$ cat config.mk
export PLATFORM = sky130hd
export DESIGN_NAME = sensor_status_heater_id
export DESIGN_NICKNAME = d
export VERILOG_FILES = /design/src/core/crc8_word.v /design/src/core/sensor_status_heater_id.v
export VERILOG_INCLUDE_DIRS = /design/src /design/src/core
export SDC_FILE = /design/constraint.sdc
export NUM_CORES = 1
export LEC_CHECK = 0
export BUFFER_PORTS_ARGS = -buffer_cell sky130_fd_sc_hd__buf_2
export CAP_MARGIN = 10
export CORE_UTILIZATION = 65
export CTS_BUF_LIST = sky130_fd_sc_hd__clkbuf_8
export CTS_CLUSTER_DIAMETER = 50
export DETAILED_ROUTE_END_ITERATION = 12
export GPL_ROUTABILITY_DRIVEN = 0
export PLACE_DENSITY = 0.92
export REMOVE_ABC_BUFFERS = 1
export SLEW_MARGIN = 20
export SYNTH_ARGS = -nofsm -noshare
export SYNTH_HDL_FRONTEND = slang
export SYNTH_SLANG_ARGS = --single-unit
$ cat constraint.sdc
create_clock -name clk_i -period 5.3 [get_ports clk_i]
set_clock_uncertainty 0.05 [all_clocks]
set_input_delay 1.325 -clock clk_i [delete_from_list [all_inputs] [get_ports clk_i]]
set_output_delay 1.325 -clock clk_i [all_outputs]
set_load 0.1 [all_outputs]
$ cat src/core/sensor_consts.vh
/*
 * Constants of the status, heater and serial-code block: status field
 * positions, reset values, command codes, checksum settings.
 * Assumes inclusion by bare name from the design files under core/.
 */
`ifndef SENSOR_CONSTS_VH
`define SENSOR_CONSTS_VH

// ****************************************************************
// Status word field positions
// ****************************************************************
`define ST_ALERT_BIT 4
`define ST_ANY_ALERT_BIT 15
`define ST_HEATER_BIT 13
`define ST_TRK_RH_BIT 11
`define ST_TRK_T_BIT 10
`define ST_RH_HIGH_BIT 9
`define ST_RH_LOW_BIT 8
`define ST_T_HIGH_BIT 7
`define ST_T_LOW_BIT 6
`define ST_RESET_DET_BIT 4
`define ST_CRC_FAIL_BIT 0

// ****************************************************************
// Reset values and heater leg bit range
// ****************************************************************
`define RST_RESET_DET 1'b1
`define RST_HEATER_EN 1'b0
`define RST_CRC_FAIL 1'b0
`define RST_HEATER_SEL 14'h3fff
`define HEATER_LEG_TOP_BIT 13
`define HEATER_LEG_BOTTOM_BIT 0

// ****************************************************************
// Command codes (16-bit, most significant byte first)
// ****************************************************************
`define CMD_READ_STATUS 16'h0a01
`define CMD_CLEAR_STATUS 16'h0a02
`define CMD_HEATER_ON 16'h0a03
`define CMD_HEATER_OFF 16'h0a04
`define CMD_HEATER_SEL 16'h0a05
`define CMD_READ_SERIAL_HI 16'h0a06
`define CMD_READ_SERIAL_MID 16'h0a07
`define CMD_READ_SERIAL_LO 16'h0a08

// ****************************************************************
// Checksum and bus settings
// ****************************************************************
`define CRC_POLY 8'h31
`define CRC_INIT 8'hff
`define TARGET_ADDR 7'h44
`define IDLE_BYTE 8'hff

`endif

$ cat src/core/crc8_word.v
/*
 * Combinational CRC-8 over one 16-bit word, most significant bit first.
 * Assumes a stable word from flip-flops; result is purely combinational.
 */
`timescale 1ns/100ps
module crc8_word
#(
    parameter [7:0] POLY = 8'h31,
    parameter [7:0] INIT = 8'hff
)
(
    input wire [15:0] word_i,
    output reg [7:0] crc_o
);

    integer i;
    reg fb;

    // Bitwise shift through the polynomial
    always @*
    begin
        crc_o = INIT;
        fb = 1'b0;
        for (i = 15; i >= 0; i = i - 1)
        begin
            fb = crc_o[7] ^ word_i[i];
            crc_o = {crc_o[6:0], 1'b0};
            if (fb)
            begin
                crc_o = crc_o ^ POLY;
            end
        end
    end

endmodule

$ cat src/core/sensor_status_heater_id.v
/*
 * Two-wire serial target carrying the status word, heater control and
 * 48-bit serial-code readout of a humidity and temperature sensor.
 * Assumes scl_i and sda_i come from pins (synchronised here), alert
 * inputs and soft_reset_i come from logic on clk_i, and the wire level of
 * SDA is resolved outside from sda_o and sda_oe_o.
 */
// Behaviour
// - Bit 15 is OR of tracking/reset alerts
// - Bit 13 shows heater enabled, resets zero
// - Bit 11 humidity alert, mirrored on alert
// - Bit 10 temperature alert, mirrored on alert
// - Bits 9/8 humidity high/low alerts
// - Bits 7/6 temperature high/low alerts
// - Bit 4 set by resets, cleared by clear
// - Bit 0 holds last write checksum failure
// - Read-status and clear-status commands exist
// - Clear touches only reset and alert bits (15, 11..6, 4)
// - Heater enable and disable commands
// - Heater selection uses low 14 bits
// - Fixed 48-bit serial code, three reads
// - Each read: two bytes plus checksum
// - Reads deliver bytes 5..0, MSB first
`timescale 1ns/100ps
`include "sensor_consts.vh"
module sensor_status_heater_id
#(
    parameter [6:0] TARGET_ADDR = `TARGET_ADDR,
    parameter [47:0] SERIAL_CODE = 48'h0123456789ab // Arbitrary value
)
(
    input wire clk_i,
    input wire reset_n_i,
    input wire scl_i,
    input wire sda_i,
    output wire sda_o,
    output wire sda_oe_o,
    input wire rh_high_i,
    input wire rh_low_i,
    input wire t_high_i,
    input wire t_low_i,
    input wire soft_reset_i,
    output wire alert_o,
    output wire heater_en_o,
    output reg [13:0] heater_drive_o
);

    // ****************************************************************
    // Local codes
    // ****************************************************************
    localparam [2:0] S_IDLE = 3'd0;
    localparam [2:0] S_RX = 3'd1;
    localparam [2:0] S_RACK = 3'd2;
    localparam [2:0] S_TX = 3'd3;
    localparam [2:0] S_TACK = 3'd4;
    localparam [2:0] S_TLOAD = 3'd5;

    localparam [2:0] SEL_NONE = 3'd0;
    localparam [2:0] SEL_STATUS = 3'd1;
    localparam [2:0] SEL_ID_HI = 3'd2;
    localparam [2:0] SEL_ID_MID = 3'd3;
    localparam [2:0] SEL_ID_LO = 3'd4;

    // ****************************************************************
    // Declarations
    // ****************************************************************
    reg [1:0] scl_sync_r;
    reg [1:0] sda_sync_r;
    reg scl_d_r;
    reg sda_d_r;
    reg [2:0] state_r;
    reg [3:0] bit_cnt_r;
    reg [7:0] shreg_r;
    reg [2:0] byte_idx_r;
    reg [7:0] cmd_hi_r;
    reg [15:0] hdata_r;
    reg heat_cmd_r;
    reg read_mode_r;
    reg [2:0] rd_sel_r;
    reg [15:0] rd_word_r;
    reg [1:0] tx_idx_r;
    reg sda_oe_r;
    reg rh_high_r;
    reg rh_low_r;
    reg t_high_r;
    reg t_low_r;
    reg reset_det_r;
    reg heater_en_r;
    reg crc_fail_r;
    reg [13:0] heater_sel_r;
    reg [15:0] status_word;
    reg [15:0] rd_word_nxt;
    reg [7:0] tx_byte;
    wire scl_s;
    wire sda_s;
    wire scl_rise;
    wire scl_fall;
    wire start_det;
    wire stop_det;
    wire wr_done;
    wire cmd_done;
    wire [15:0] cmd_word;
    wire clr_cmd;
    wire heat_on_cmd;
    wire heat_off_cmd;
    wire crc_done;
    wire crc_ok;
    wire trk_rh;
    wire trk_t;
    wire [7:0] crc_rd;
    wire [7:0] crc_heat;
    wire [7:0] serial_byte_5;
    wire [7:0] serial_byte_4;
    wire [7:0] serial_byte_3;
    wire [7:0] serial_byte_2;
    wire [7:0] serial_byte_1;
    wire [7:0] serial_byte_0;

    // ****************************************************************
    // Pin synchronisers and bus events
    // ****************************************************************
    // Two flops per pin, then one more stage for edge detection
    always @(posedge clk_i or negedge reset_n_i)
    begin
        if (!reset_n_i)
        begin
            scl_sync_r <= 2'b11;
            sda_sync_r <= 2'b11;
            scl_d_r <= 1'b1;
            sda_d_r <= 1'b1;
        end
        else
        begin
            scl_sync_r <= {scl_sync_r[0], scl_i};
            sda_sync_r <= {sda_sync_r[0], sda_i};
            scl_d_r <= scl_sync_r[1];
            sda_d_r <= sda_sync_r[1];
        end
    end

    assign scl_s = scl_sync_r[1];
    assign sda_s = sda_sync_r[1];
    assign scl_rise = scl_s & ~scl_d_r;
    assign scl_fall = ~scl_s & scl_d_r;
    assign start_det = scl_s & scl_d_r & sda_d_r & ~sda_s;
    assign stop_det = scl_s & scl_d_r & ~sda_d_r & sda_s;

    // ****************************************************************
    // Command decode
    // ****************************************************************
    // A byte is complete at the falling clock after its eighth bit
    assign wr_done = (state_r == S_RX) & scl_fall & (bit_cnt_r == 4'd8);
    assign cmd_done = wr_done & ~read_mode_r & (byte_idx_r == 3'd2);
    assign cmd_word = {cmd_hi_r, shreg_r};
    assign clr_cmd = cmd_done & (cmd_word == `CMD_CLEAR_STATUS);
    assign heat_on_cmd = cmd_done & (cmd_word == `CMD_HEATER_ON);
    assign heat_off_cmd = cmd_done & (cmd_word == `CMD_HEATER_OFF);
    assign crc_done = wr_done & ~read_mode_r & heat_cmd_r & (byte_idx_r == 3'd5);
    assign crc_ok = (shreg_r == crc_heat);

    // ****************************************************************
    // Serial code and checksums
    // ****************************************************************
    assign serial_byte_5 = SERIAL_CODE[47:40];
    assign serial_byte_4 = SERIAL_CODE[39:32];
    assign serial_byte_3 = SERIAL_CODE[31:24];
    assign serial_byte_2 = SERIAL_CODE[23:16];
    assign serial_byte_1 = SERIAL_CODE[15:8];
    assign serial_byte_0 = SERIAL_CODE[7:0];

    // Checksum of the word being returned
    crc8_word #(.POLY(`CRC_POLY), .INIT(`CRC_INIT)) u_crc_rd
    (
        .word_i(rd_word_r),
        .crc_o(crc_rd)
    );

    // Checksum of the received heater selection word
    crc8_word #(.POLY(`CRC_POLY), .INIT(`CRC_INIT)) u_crc_heat
    (
        .word_i(hdata_r),
        .crc_o(crc_heat)
    );

    // ****************************************************************
    // Status word
    // ****************************************************************
    assign trk_rh = rh_high_r | rh_low_r;
    assign trk_t = t_high_r | t_low_r;

    // Reserved bits stay at the zero default
    always @*
    begin
        status_word = 16'h0000;
        status_word[`ST_ANY_ALERT_BIT] = trk_rh | trk_t | reset_det_r;
        status_word[`ST_HEATER_BIT] = heater_en_r;
        status_word[`ST_TRK_RH_BIT] = trk_rh;
        status_word[`ST_TRK_T_BIT] = trk_t;
        status_word[`ST_RH_HIGH_BIT] = rh_high_r;
        status_word[`ST_RH_LOW_BIT] = rh_low_r;
        status_word[`ST_T_HIGH_BIT] = t_high_r;
        status_word[`ST_T_LOW_BIT] = t_low_r;
        status_word[`ST_RESET_DET_BIT] = reset_det_r;
        status_word[`ST_CRC_FAIL_BIT] = crc_fail_r;
    end

    assign alert_o = trk_rh | trk_t | reset_det_r;

    // Sticky alerts: a set in the clearing cycle wins
    always @(posedge clk_i or negedge reset_n_i)
    begin
        if (!reset_n_i)
        begin
            rh_high_r <= 1'b0;
            rh_low_r <= 1'b0;
            t_high_r <= 1'b0;
            t_low_r <= 1'b0;
            reset_det_r <= `RST_RESET_DET;
        end
        else
        begin
            rh_high_r <= (rh_high_r & ~clr_cmd) | rh_high_i;
            rh_low_r <= (rh_low_r & ~clr_cmd) | rh_low_i;
            t_high_r <= (t_high_r & ~clr_cmd) | t_high_i;
            t_low_r <= (t_low_r & ~clr_cmd) | t_low_i;
            reset_det_r <= (reset_det_r & ~clr_cmd) | soft_reset_i;
        end
    end

    // Heater state, selection and checksum result; clear leaves them
    always @(posedge clk_i or negedge reset_n_i)
    begin
        if (!reset_n_i)
        begin
            heater_en_r <= `RST_HEATER_EN;
            crc_fail_r <= `RST_CRC_FAIL;
            heater_sel_r <= `RST_HEATER_SEL;
        end
        else
        begin
            if (soft_reset_i)
            begin
                heater_en_r <= `RST_HEATER_EN;
                crc_fail_r <= `RST_CRC_FAIL;
                heater_sel_r <= `RST_HEATER_SEL;
            end
            else
            begin
                if (heat_on_cmd)
                begin
                    heater_en_r <= 1'b1;
                end
                else if (heat_off_cmd)
                begin
                    heater_en_r <= 1'b0;
                end
                if (crc_done)
                begin
                    crc_fail_r <= ~crc_ok;
                    if (crc_ok)
                    begin
                        heater_sel_r <= hdata_r[`HEATER_LEG_TOP_BIT:0];
                    end
                end
            end
        end
    end

    assign heater_en_o = heater_en_r;

    // Each selection bit powers one resistor leg while enabled
    always @(posedge clk_i or negedge reset_n_i)
    begin
        if (!reset_n_i)
        begin
            heater_drive_o <= 14'h0000;
        end
        else
        begin
            heater_drive_o <= heater_en_r ? heater_sel_r : 14'h0000;
        end
    end

    // ****************************************************************
    // Read word selection
    // ****************************************************************
    // Word snapshot taken when the read address is accepted
    always @*
    begin
        case (rd_sel_r)
            SEL_STATUS: rd_word_nxt = status_word;
            SEL_ID_HI: rd_word_nxt = {serial_byte_5, serial_byte_4};
            SEL_ID_MID: rd_word_nxt = {serial_byte_3, serial_byte_2};
            SEL_ID_LO: rd_word_nxt = {serial_byte_1, serial_byte_0};
            default: rd_word_nxt = 16'hffff;
        endcase
    end

    // Two data bytes then their checksum
    always @*
    begin
        case (tx_idx_r)
            2'd0: tx_byte = rd_word_r[15:8];
            2'd1: tx_byte = rd_word_r[7:0];
            2'd2: tx_byte = crc_rd;
            default: tx_byte = `IDLE_BYTE;
        endcase
    end

    // ****************************************************************
    // Serial target state machine
    // ****************************************************************
    always @(posedge clk_i or negedge reset_n_i)
    begin
        if (!reset_n_i)
        begin
            state_r <= S_IDLE;
            bit_cnt_r <= 4'd0;
            shreg_r <= 8'h00;
            byte_idx_r <= 3'd0;
            cmd_hi_r <= 8'h00;
            hdata_r <= 16'h0000;
            heat_cmd_r <= 1'b0;
            read_mode_r <= 1'b0;
            rd_sel_r <= SEL_NONE;
            rd_word_r <= 16'h0000;
            tx_idx_r <= 2'd0;
            sda_oe_r <= 1'b0;
        end
        else if (start_det)
        begin
            state_r <= S_RX;
            bit_cnt_r <= 4'd0;
            byte_idx_r <= 3'd0;
            read_mode_r <= 1'b0;
            sda_oe_r <= 1'b0;
        end
        else if (stop_det)
        begin
            state_r <= S_IDLE;
            sda_oe_r <= 1'b0;
        end
        else
        begin
            case (state_r)
                S_RX:
                begin
                    if (scl_rise && bit_cnt_r != 4'd8)
                    begin
                        shreg_r <= {shreg_r[6:0], sda_s};
                        bit_cnt_r <= bit_cnt_r + 4'd1;
                    end
                    else if (wr_done)
                    begin
                        state_r <= S_RACK;
                        sda_oe_r <= 1'b1;
                        if (byte_idx_r != 3'd7)
                        begin
                            byte_idx_r <= byte_idx_r + 3'd1;
                        end
                        if (byte_idx_r == 3'd0)
                        begin
                            if (shreg_r[7:1] != TARGET_ADDR)
                            begin
                                state_r <= S_IDLE;
                                sda_oe_r <= 1'b0;
                            end
                            read_mode_r <= shreg_r[0];
                            rd_word_r <= rd_word_nxt;
                            tx_idx_r <= 2'd0;
                        end
                        else if (!read_mode_r)
                        begin
                            case (byte_idx_r)
                                3'd1: cmd_hi_r <= shreg_r;
                                3'd3: hdata_r[15:8] <= shreg_r;
                                3'd4: hdata_r[7:0] <= shreg_r;
                                default: cmd_hi_r <= cmd_hi_r;
                            endcase
                        end
                        if (cmd_done)
                        begin
                            heat_cmd_r <= (cmd_word == `CMD_HEATER_SEL);
                            case (cmd_word)
                                `CMD_READ_STATUS: rd_sel_r <= SEL_STATUS;
                                `CMD_READ_SERIAL_HI: rd_sel_r <= SEL_ID_HI;
                                `CMD_READ_SERIAL_MID: rd_sel_r <= SEL_ID_MID;
                                `CMD_READ_SERIAL_LO: rd_sel_r <= SEL_ID_LO;
                                default: rd_sel_r <= SEL_NONE;
                            endcase
                        end
                    end
                end
                S_RACK:
                begin
                    if (scl_fall)
                    begin
                        bit_cnt_r <= 4'd0;
                        if (read_mode_r)
                        begin
                            state_r <= S_TX;
                            shreg_r <= tx_byte;
                            sda_oe_r <= ~tx_byte[7];
                        end
                        else
                        begin
                            state_r <= S_RX;
                            sda_oe_r <= 1'b0;
                        end
                    end
                end
                S_TX:
                begin
                    if (scl_fall)
                    begin
                        if (bit_cnt_r == 4'd7)
                        begin
                            state_r <= S_TACK;
                            sda_oe_r <= 1'b0;
                        end
                        else
                        begin
                            shreg_r <= {shreg_r[6:0], 1'b0};
                            sda_oe_r <= ~shreg_r[6];
                            bit_cnt_r <= bit_cnt_r + 4'd1;
                        end
                    end
                end
                S_TACK:
                begin
                    if (scl_rise)
                    begin
                        state_r <= sda_s ? S_IDLE : S_TLOAD;
                        if (tx_idx_r != 2'd3)
                        begin
                            tx_idx_r <= tx_idx_r + 2'd1;
                        end
                    end
                end
                S_TLOAD:
                begin
                    if (scl_fall)
                    begin
                        state_r <= S_TX;
                        bit_cnt_r <= 4'd0;
                        shreg_r <= tx_byte;
                        sda_oe_r <= ~tx_byte[7];
                    end
                end
                default:
                begin
                    state_r <= S_IDLE;
                    sda_oe_r <= 1'b0;
                end
            endcase
        end
    end

    // Open-drain data line: only ever pulls low
    assign sda_o = 1'b0;
    assign sda_oe_o = sda_oe_r;

endmodule

* Word level (Yosys, flattened, before mapping) *
Index checks and enable logic that the tools add are counted.

operators by class
  add/subtract/negate cells = 3
  multipliers = 0
  div/mod/pow operators = 0
  $lt $le $gt $ge = 0
  eq/ne operators = 56
  shifts and indexed selects = 0
  multiplexer cells = 102
  bitwise logic cells = 103
  reductions and logical operators = 27

operators with widths
  cell                                                               count
  6-bit two-way mux                                                  32
  16-bit by 12-bit == test with 1-bit output, second input constant  8
  3-bit inverter                                                     30
  16-bit case mux with 4 select lines                                1
  14-bit two-way mux                                                 4
  3-bit two-way mux                                                  16
  8-bit two-way mux                                                  6
  4-bit inequality test, second input constant                       8
  8-bit case mux with 4 select lines                                 1
  8-bit AND reduction                                                4
  1-bit XOR                                                          26
  4-bit two-way mux                                                  6
  2-bit inequality test, second input constant                       12
  8-bit case mux with 3 select lines                                 1
  6-bit AND reduction                                                4
  1-bit two-way mux                                                  22
  1-bit bitwise AND                                                  21
  3-bit by 2-bit == test with 1-bit output, second input constant    6
  2-bit two-way mux                                                  8
  3-bit == test, second input constant                               5
  3-bit case mux with 5 select lines                                 1
  2-bit nonzero test                                                 7
  1-bit inverter                                                     13
  3-bit inequality test, second input constant                       4
  29 further kinds                                                   45

word-level totals
  register bits = 107
  latch bits = 0
  memory bits (writable) = 0
  bits in read-only memories = 0
  output and inout port bits = 18
  logic and storage cells = 317
  memories kept = 0

* Logic depth before layout (Yosys ltp) *
Gate-level depths: netlist of the first run.

  word-level depth = 38
  mapped depth = 10
  gate-level depth less buffers = 9

* Modules after synthesis *
From an unflattened synthesis of the first run, not the netlist that was laid out.

unflattened totals
  cells, all modules = 585
  area, all modules = 5,963.2 um^2

modules (own cells, without submodules)
  module                   times used  cells an instance  area each (um^2)
  sensor_status_heater_id  1           515                5,182.5
  crc8_word                2           35                 390.4

* Worst setup path after synthesis of the first run *
No wires, ideal clock.

  kind = flip-flop to flip-flop
  start point = reg hdata_r[10]
  end point = reg heater_sel_r[10]
  library setup time = 75 ps
  arrival = 2,710 ps
  data required time = 5,175 ps
  slack = 2,466 ps
  stages on the path, launching flop included = 9
  cells stage by stage = dfrtp_1 -> xnor3_2 -> xnor2_2 -> xnor2_1 -> a21oi_1 -> or3b_4 -> a2111oi_4 -> buf_6 -> mux2i_1

between the ends
  longest elaborated chain between the ends = 16
  elaborated cells between the ends (all ways) = 32
  classes of those cells = eq/ne: 1; mux: 14; bitwise: 15; reduce/logical: 2

RTL lines
  item                                                                         line                            text
  start, declared                                                              sensor_status_heater_id.v:76    reg [15:0] hdata_r;
  start signal, assigned                                                       sensor_status_heater_id.v:376   3'd3: hdata_r[15:8] <= shreg_r;
  1-bit XOR                                                                    crc8_word.v:26                  fb = crc_o[7] ^ word_i[i];
  6-bit two-way mux                                                            crc8_word.v:28                  if (fb)
  6-bit two-way mux / 3-bit inverter (equally long branches)                   n/a
  6-bit two-way mux                                                            crc8_word.v:28
  6-bit two-way mux / 1-bit XOR (equally long branches)                        crc8_word.v:28, crc8_word.v:26
  3-bit inverter (no source line) / 6-bit two-way mux (equally long branches)  n/a
  6-bit two-way mux                                                            crc8_word.v:28
  3-bit inverter (no source line) / 6-bit two-way mux (equally long branches)  n/a
  6-bit two-way mux                                                            crc8_word.v:28
  1-bit XOR / 3-bit inverter (equally long branches)                           n/a
  6-bit two-way mux                                                            crc8_word.v:28
  6-bit two-way mux / 3-bit inverter (equally long branches)                   n/a
  6-bit two-way mux                                                            crc8_word.v:28
  8-bit == test                                                                sensor_status_heater_id.v:159   assign crc_ok = (shreg_r == crc_heat);
  2-bit nonzero test (no source line)                                          n/a
  2-bit AND reduction (no source line)                                         n/a
  end signal, assigned                                                         sensor_status_heater_id.v:237   heater_sel_r <= `RST_HEATER_SEL;
  end signal, assigned                                                         sensor_status_heater_id.v:245   heater_sel_r <= `RST_HEATER_SEL;
  end signal, assigned                                                         sensor_status_heater_id.v:262   heater_sel_r <= hdata_r[`HEATER_LEG_TOP_BIT:0];
  end, declared                                                                sensor_status_heater_id.v:90    reg [13:0] heater_sel_r;

Several ways; a longest one is shown, not always the timed one. The select of a mux whose other input is x is not followed.
A chain may end at the register's enable or synchronous reset.

* Worst setup path in the final report of the first run *
  start point = reg state_r[0]
  end point = reg heater_sel_r[11]

between the ends
  longest elaborated chain between the ends = 8

RTL lines
  item                                      line                           text
  start, declared                           sensor_status_heater_id.v:71   reg [2:0] state_r;
  start signal, assigned                    sensor_status_heater_id.v:433  state_r <= sda_s ? S_IDLE : S_TLOAD;
  3-bit by 1-bit == test with 1-bit output  sensor_status_heater_id.v:152  assign wr_done = (state_r == S_RX) & scl_fall & (bit_cnt_r == 4'd8);
  1-bit bitwise AND (2 in a row)            sensor_status_heater_id.v:152
  1-bit bitwise AND (3 in a row)            sensor_status_heater_id.v:158  assign crc_done = wr_done & ~read_mode_r & heat_cmd_r & (byte_idx_r == 3'd5);
  2-bit nonzero test (no source line)       n/a
  2-bit AND reduction (no source line)      n/a

No other way between the ends.

==> results of run 1 <==
cell usage after synthesis (3+ instances only):
master    number  area share, %
mux2_2        28            5.5
nor3b_1        3           0.39
a221o_1        3           0.52
inv_1         18            1.2
o211ai_1       4           0.52
dfrtp_1       84             37
ha_1          13            2.8
a32o_1         3           0.52
xnor2_1       33            5.0
a21o_1         7           0.92
nor2_1        55            3.6
mux2i_1       18            3.1
clkbuf_1      22            1.4
nand2b_1       6           0.65
nor2b_1        7           0.76
xor2_1        13            2.0
o21ai_0       38            3.3
dfstp_2       21            9.6
a22o_1         5           0.76
o22ai_1        4           0.44
nand3_1       13            1.1
a21oi_1       18            1.6
a211oi_1       4           0.52
nor3_1         3           0.26
and2_1        15            1.6
o31ai_1        3           0.39
xnor3_1       11            4.3
nor4_1         3           0.33
nand2_1       39            2.5
worst max-delay path: cells and delay by family (launching register included):
kind | cells | cell delay, ps
buf+inv | 1 | 320
mux | 1 | 260
flops | 1 | 610
simple gates | 4 | 1450
compound gates | 1 | 330
worst min path at each step:
stage | slack (ps) | endpoint | cells after the start
3_3_place_gp | 300 | scl_sync_r[1] | 0
4_1_cts | 310 | sda_sync_r[1] | 0
5_1_grt | 320 | scl_sync_r[1] | 0
2_1_floorplan | 300 | scl_sync_r[1] | 0
3_5_place_dp | 300 | sda_sync_r[1] | 0
6_report | 310 | scl_sync_r[1] | 0
sequential cells by signal, summed over array words and instances (netlist names), 4 cells and up:
name / flops
hdata_r: 16
heater_drive_o: 14
bit_cnt_r: 4
cmd_hi_r: 8
shreg_r: 8
rd_word_r: 14
heater_sel_r: 14
power breakdown:
part | internal (W) | switching, W | leakage (nW) | total [W]
sequential | 0.000852 | 0.0000823 | 1.36 | 0.000934
combinational | 0.000354 | 0.000351 | 1.32 | 0.000705
clock | 0.000190 | 0.000283 | 0.0977 | 0.000473
total | 0.00140 | 0.000716 | 2.77 | 0.00211
cell type report:
type                            count  area, um2
Tap cell                          105      131.4
Sequential cell                   105       2654
Timing Repair Buffer               27      142.6
Inverter                           18      67.56
Fill cell                         560       2282
Multi-Input combinational cell    387       2915
Clock buffer                       10      137.6
Clock inverter                      6      51.30
cells by family after synthesis:
logic type	count (synthesis)	share of synthesized area, %
AND/OR/NAND/NOR	163	14.14
adder cells (fa/ha/maj)	13	2.832
buffers and inverters	43	3.028
multiplexers	46	8.627
other	1	0.06530
XOR/XNOR	63	13.59
AO/OA/AOI/OAI	101	11.50
flip-flops	105	46.21
per-layer routing:
metal  wire length (um)  GRT usage, %  vias up
met3                566         4.976       33
met2               5836         47.46      137
met4                268         9.950        2
met5                 13             0        -
met1               4899         37.44     1941
li1                   -             -     1880
stage by stage:
stage,total power (W),utilization (%),hold slack [ps],area [um2]
after floorplan,0.001499,-,295.2,5637
after global placement,0.001603,70.52,297.6,5911
after detailed placement,0.001636,70.52,298.2,5911
after CTS,0.002109,72.77,314.8,6100
after global routing,0.002226,72.77,317.3,6100
final,0.002113,72.77,312.7,6100
==> results_dict.tcl, run 1 <==
set metrics [dict create \
    status "finished, final reports clean" \
    slew_violations 0 \
    worstPathArrival_ps 3350 \
    r2r_start "state_r[0]" \
    ctsResizeCount 0 \
    rsz0062_at_grt "false" \
    place_ws_ps 2264 \
    start_util_pct 68.52 \
    cp_slowest_cell "dfrtp_1" \
    yosys_warnings 0 \
    nets 570 \
    path_clk_slew_ps 100 \
    antenna_found_initial 1 \
    dp_hpwl_um 8203 \
    gr-total-overflow 0 \
    setup_slack_ps 2198 \
    grt_max_degree 77 \
    stdcell_count 658 \
    drc_errors 0 \
    wl_per_cell_um 17.60 \
    yosysSeqAreaShare_pct 46.21 \
    vias 3993 \
    crit_path_end_kind "register" \
    synth.distinct_cells 61 \
    crit_path_end "heater_sel_r[11]" \
    timing.max_cap.violations 0 \
    core_area_um2 8382 \
    clock-sinks 105 \
    syn_inst 535 \
    hold_viol_final 0 \
    htreeDepth 3 \
    drt_iter0_markers 256 \
    die_x_um 96.00 \
    cts_setup_buffers 0 \
    fmax_mhz 322.3 \
    hp-class "reg2reg" \
    viasPerCell 6.068 \
    place_inst 642 \
    synth_edf_count 0 \
    rows 33 \
    maxSlewHeadroom_pct 38.27 \
    dieHeight_um 96.00 \
    grt_pass1_wl_um 19690 \
    r2r_slack_ps 2200 \
    mostFrequentLayoutCell "dfrtp_1" \
    firstDrtPassIters 5 \
    leakage_nw 2.772 \
    cts_hold_buf 0 \
    io_buffers 25 \
    synthArstFlopShare_pct 100.0 \
    synth_ff_type "dfrtp_1" \
    die_area_um2 9215 \
    ir_drop_mv 0.2748 \
    grt_usage_pct 28.44 \
    hold_path_startpoint "scl_sync_r[0]" \
    ys_seq_elements 105 \
    clock_latency_ps 370 \
    grt_pass1_vias 3972 \
    setup_tns_ps 0 \
    drive_gt1_share_pct 18.26 \
    criticalPathCategory "reg2reg" \
    cts_root_buf "clkbuf_8" \
    cts.path.max_buffers 2 \
    wl_um 11580 \
    syn-mean-instance-area_um2 10.73 \
    diodes 0 \
    period_share_pct 58.54 \
    rr_worst_depth 7 \
    mostFrequentLayoutCells "dfrtp_1, nor2_1, nand2_1, o21ai_0, xnor2_1" \
    cp_slowest_stage_delay_ps 610 \
    worstPathCellList "or3b_1 > nor4_2 > nand4_1 > or3b_4 > a2111oi_4 > buf_4 > mux2i_1" \
    worstPathRequired_ps 5550 \
    io_pins 27 \
    finalCriticalPeriod_ps 3102 \
    setup_viol 0 \
    tightest_slew_ps 925.9 \
    critPathLaunch "state_r[0]" \
    cts_tree "done" \
    powerDensity_nw_per_um2 346.4 \
    ant_nets 0 \
    synthesis.area_um2 5743 \
    critPathMaxFanout 16 \
    rr_endpoint "heater_sel_r[11]" \
    startpoint_type "register" \
    cts_inserted_buffers 9 \
    syn2layout_area_growth_pct 6.209 \
]
Note: power is estimated with default switching activity, not from simulation.
==> run 2, diff against run 1 <==
--- a/config.mk
+++ b/config.mk
@@ -8,12 +8,12 @@
 export LEC_CHECK = 0
 export BUFFER_PORTS_ARGS = -buffer_cell sky130_fd_sc_hd__buf_2
 export CAP_MARGIN = 10
-export CORE_UTILIZATION = 65
+export CORE_UTILIZATION = 64
 export CTS_BUF_LIST = sky130_fd_sc_hd__clkbuf_8
 export CTS_CLUSTER_DIAMETER = 50
 export DETAILED_ROUTE_END_ITERATION = 12
 export GPL_ROUTABILITY_DRIVEN = 0
-export PLACE_DENSITY = 0.92
+export PLACE_DENSITY = 0.91
 export REMOVE_ABC_BUFFERS = 1
 export SLEW_MARGIN = 20
 export SYNTH_ARGS = -nofsm -noshare
==> constraint.sdc (replaced) <==
create_clock -name clk_i -period 3.1 [get_ports clk_i]
set_clock_uncertainty 0.05 [all_clocks]
set_input_delay 0.775 -clock clk_i [delete_from_list [all_inputs] [get_ports clk_i]]
set_output_delay 0.775 -clock clk_i [all_outputs]
set_load 0.1 [all_outputs]
==> results_dict.tcl, run 2 (synthesized netlist as in run 1, its figures left out) <==
set metrics [dict create \
    dieHeight_um 96.73 \
    pwr-share-seq_pct 42.6 \
    worstPathRequired_ps 3350 \
    regMostFlops "hdata_r" \
    cp_slowest_stage_delay_ps 510 \
    crit_path_end_kind "register" \
    clock_latency_ps 380 \
    stdcell_count 669 \
    swShare_pct 34.92 \
    maxSlewHeadroom_pct 47.90 \
    period_share_pct 94.29 \
    path_delay_family "XOR/XNOR gates" \
    cts_setup_buffers 0 \
    stdcell_area_um2 6197 \
    p_int_w 0.002405 \
    power.share.clock_pct 23.1 \
    grt_pass1_vias 4057 \
    hold_viol_final 0 \
    rsz0062_at_grt "false" \
    mostFrequentLayoutCell "dfrtp_1" \
    hp-class "reg2reg" \
    slew_violations 0 \
    tightest_slew_ps 774.4 \
    io_buffers 25 \
    status "finished, final reports clean" \
    syn2layout_area_growth_pct 7.908 \
    clock-sinks 105 \
    cts_hold_buf 0 \
    wl_per_cell_um 17.46 \
    cts_tree "done" \
    antenna_found_initial 0 \
    drc_errors 0 \
    ctsResizeCount 0 \
    crit_buf_inv 1 \
    startpoint_type "register" \
    grt_usage_pct 26.50 \
    dp_hpwl_um 8014 \
    place_inst 653 \
    fill_cells 572 \
    leakage_nw 2.822 \
    timing.max_cap.violations 0 \
    die_area_um2 9357 \
    ir_drop_mv 1.040 \
    mostFrequentLayoutCells "dfrtp_1, nor2_1, nand2_1, o21ai_0, xnor2_1" \
    cts.path.max_buffers 2 \
    cts_inserted_buffers 9 \
    core_area_um2 8721 \
    path_clk_slew_ps 100 \
    fmax_mhz 342.1 \
    io_pins 27 \
    powerDensity_nw_per_um2 596.4 \
    setup_tns_ps 0 \
    vias 4092 \
    criticalPathCategory "reg2reg" \
    die_x_um 96.73 \
    drive_gt1_share_pct 19.61 \
    placed_cell_area_um2 5987 \
    gr-total-overflow 0 \
    worstPathCellList "xnor3_2 > xnor2_2 > xnor2_1 > a21oi_1 > or3b_4 > a2111oi_4 > buf_6 > mux2i_1" \
    wl_um 11680 \
    ant_nets 0 \
    p_comb_share_pct 34.4 \
    grt_pass1_wl_um 19880 \
    finalCriticalPeriod_ps 2923 \
    cp_slowest_cell "xnor3_2" \
    firstDrtPassIters 5 \
    grt_max_degree 62 \
    setup_viol 0 \
    cts_root_buf "clkbuf_8" \
    drt_iter0_markers 236 \
    power.switching_w 0.001291 \
    worstPathArrival_ps 3170 \
    viasPerCell 6.117 \
    critPathMaxFanout 15 \
    nets 578 \
    rows 34 \
    start_util_pct 65.85 \
    largest_reg_flops 16 \
    diodes 0 \
    worst_hold_slack_ps 314.1 \
    htreeDepth 3 \
]
## run 2: changes by cell type in the layout (fill, tap and decap cells not counted), sizes merged
cell,before,now
buf,27,35
clkbuf,10,9
clkinv,2,3
## run 2: per-stage QoR
step,setup slack [ps],utilization [%],power (W)
2_1_floorplan,-9.265,-,0.002562
5_1_grt,50.55,71.06,0.003870
6_report,177.1,71.06,0.003696
3_5_place_dp,171.3,68.65,0.002809
4_1_cts,108.2,71.02,0.003710
3_3_place_gp,323.3,68.65,0.002759
## run 2: power by group through the flow
stage	combinational [W]	sequential [W]	clock, W
5_1_grt	0.00136	0.00158	0.000924
4_1_cts	0.00126	0.00157	0.000879
2_1_floorplan	0.000991	0.00157	0
6_report	0.00127	0.00157	0.000852
3_3_place_gp	0.00117	0.00159	0
3_5_place_dp	0.00122	0.00159	0
## run 2: layout make-up
cell class	instances	area, um2	area share, %
clock buffer	9	123.9	1.999
clock inverter	7	82.58	1.333
inverter	18	67.56	1.090
multi-input combinational	387	2915	47.04
sequential	105	2654	42.82
tap	108	135.1	2.181
timing repair buffer	35	219.0	3.533
## run 2: worst paths after layout
check,start,to,slack [ps],cells after the start
worst max-delay path,hdata_r[10],heater_sel_r[3],180,8
max in group asynchronous,reset_n_i,heater_sel_r[3],1910,2
worst max register to register,hdata_r[10],heater_sel_r[3],180,8
min in group asynchronous,reset_n_i,heater_drive_o[5],320,1
worst min register to register,sda_sync_r[0],sda_sync_r[1],310,0
worst min-delay path,sda_sync_r[0],sda_sync_r[1],310,0
## run 2: routing by layer
layer | global-route usage (%) | routed length [um]
met1 | 33.86 | 4873
met2 | 45.40 | 5979
met3 | 5.275 | 534
met4 | 8.726 | 297
met5 | 0 | 0
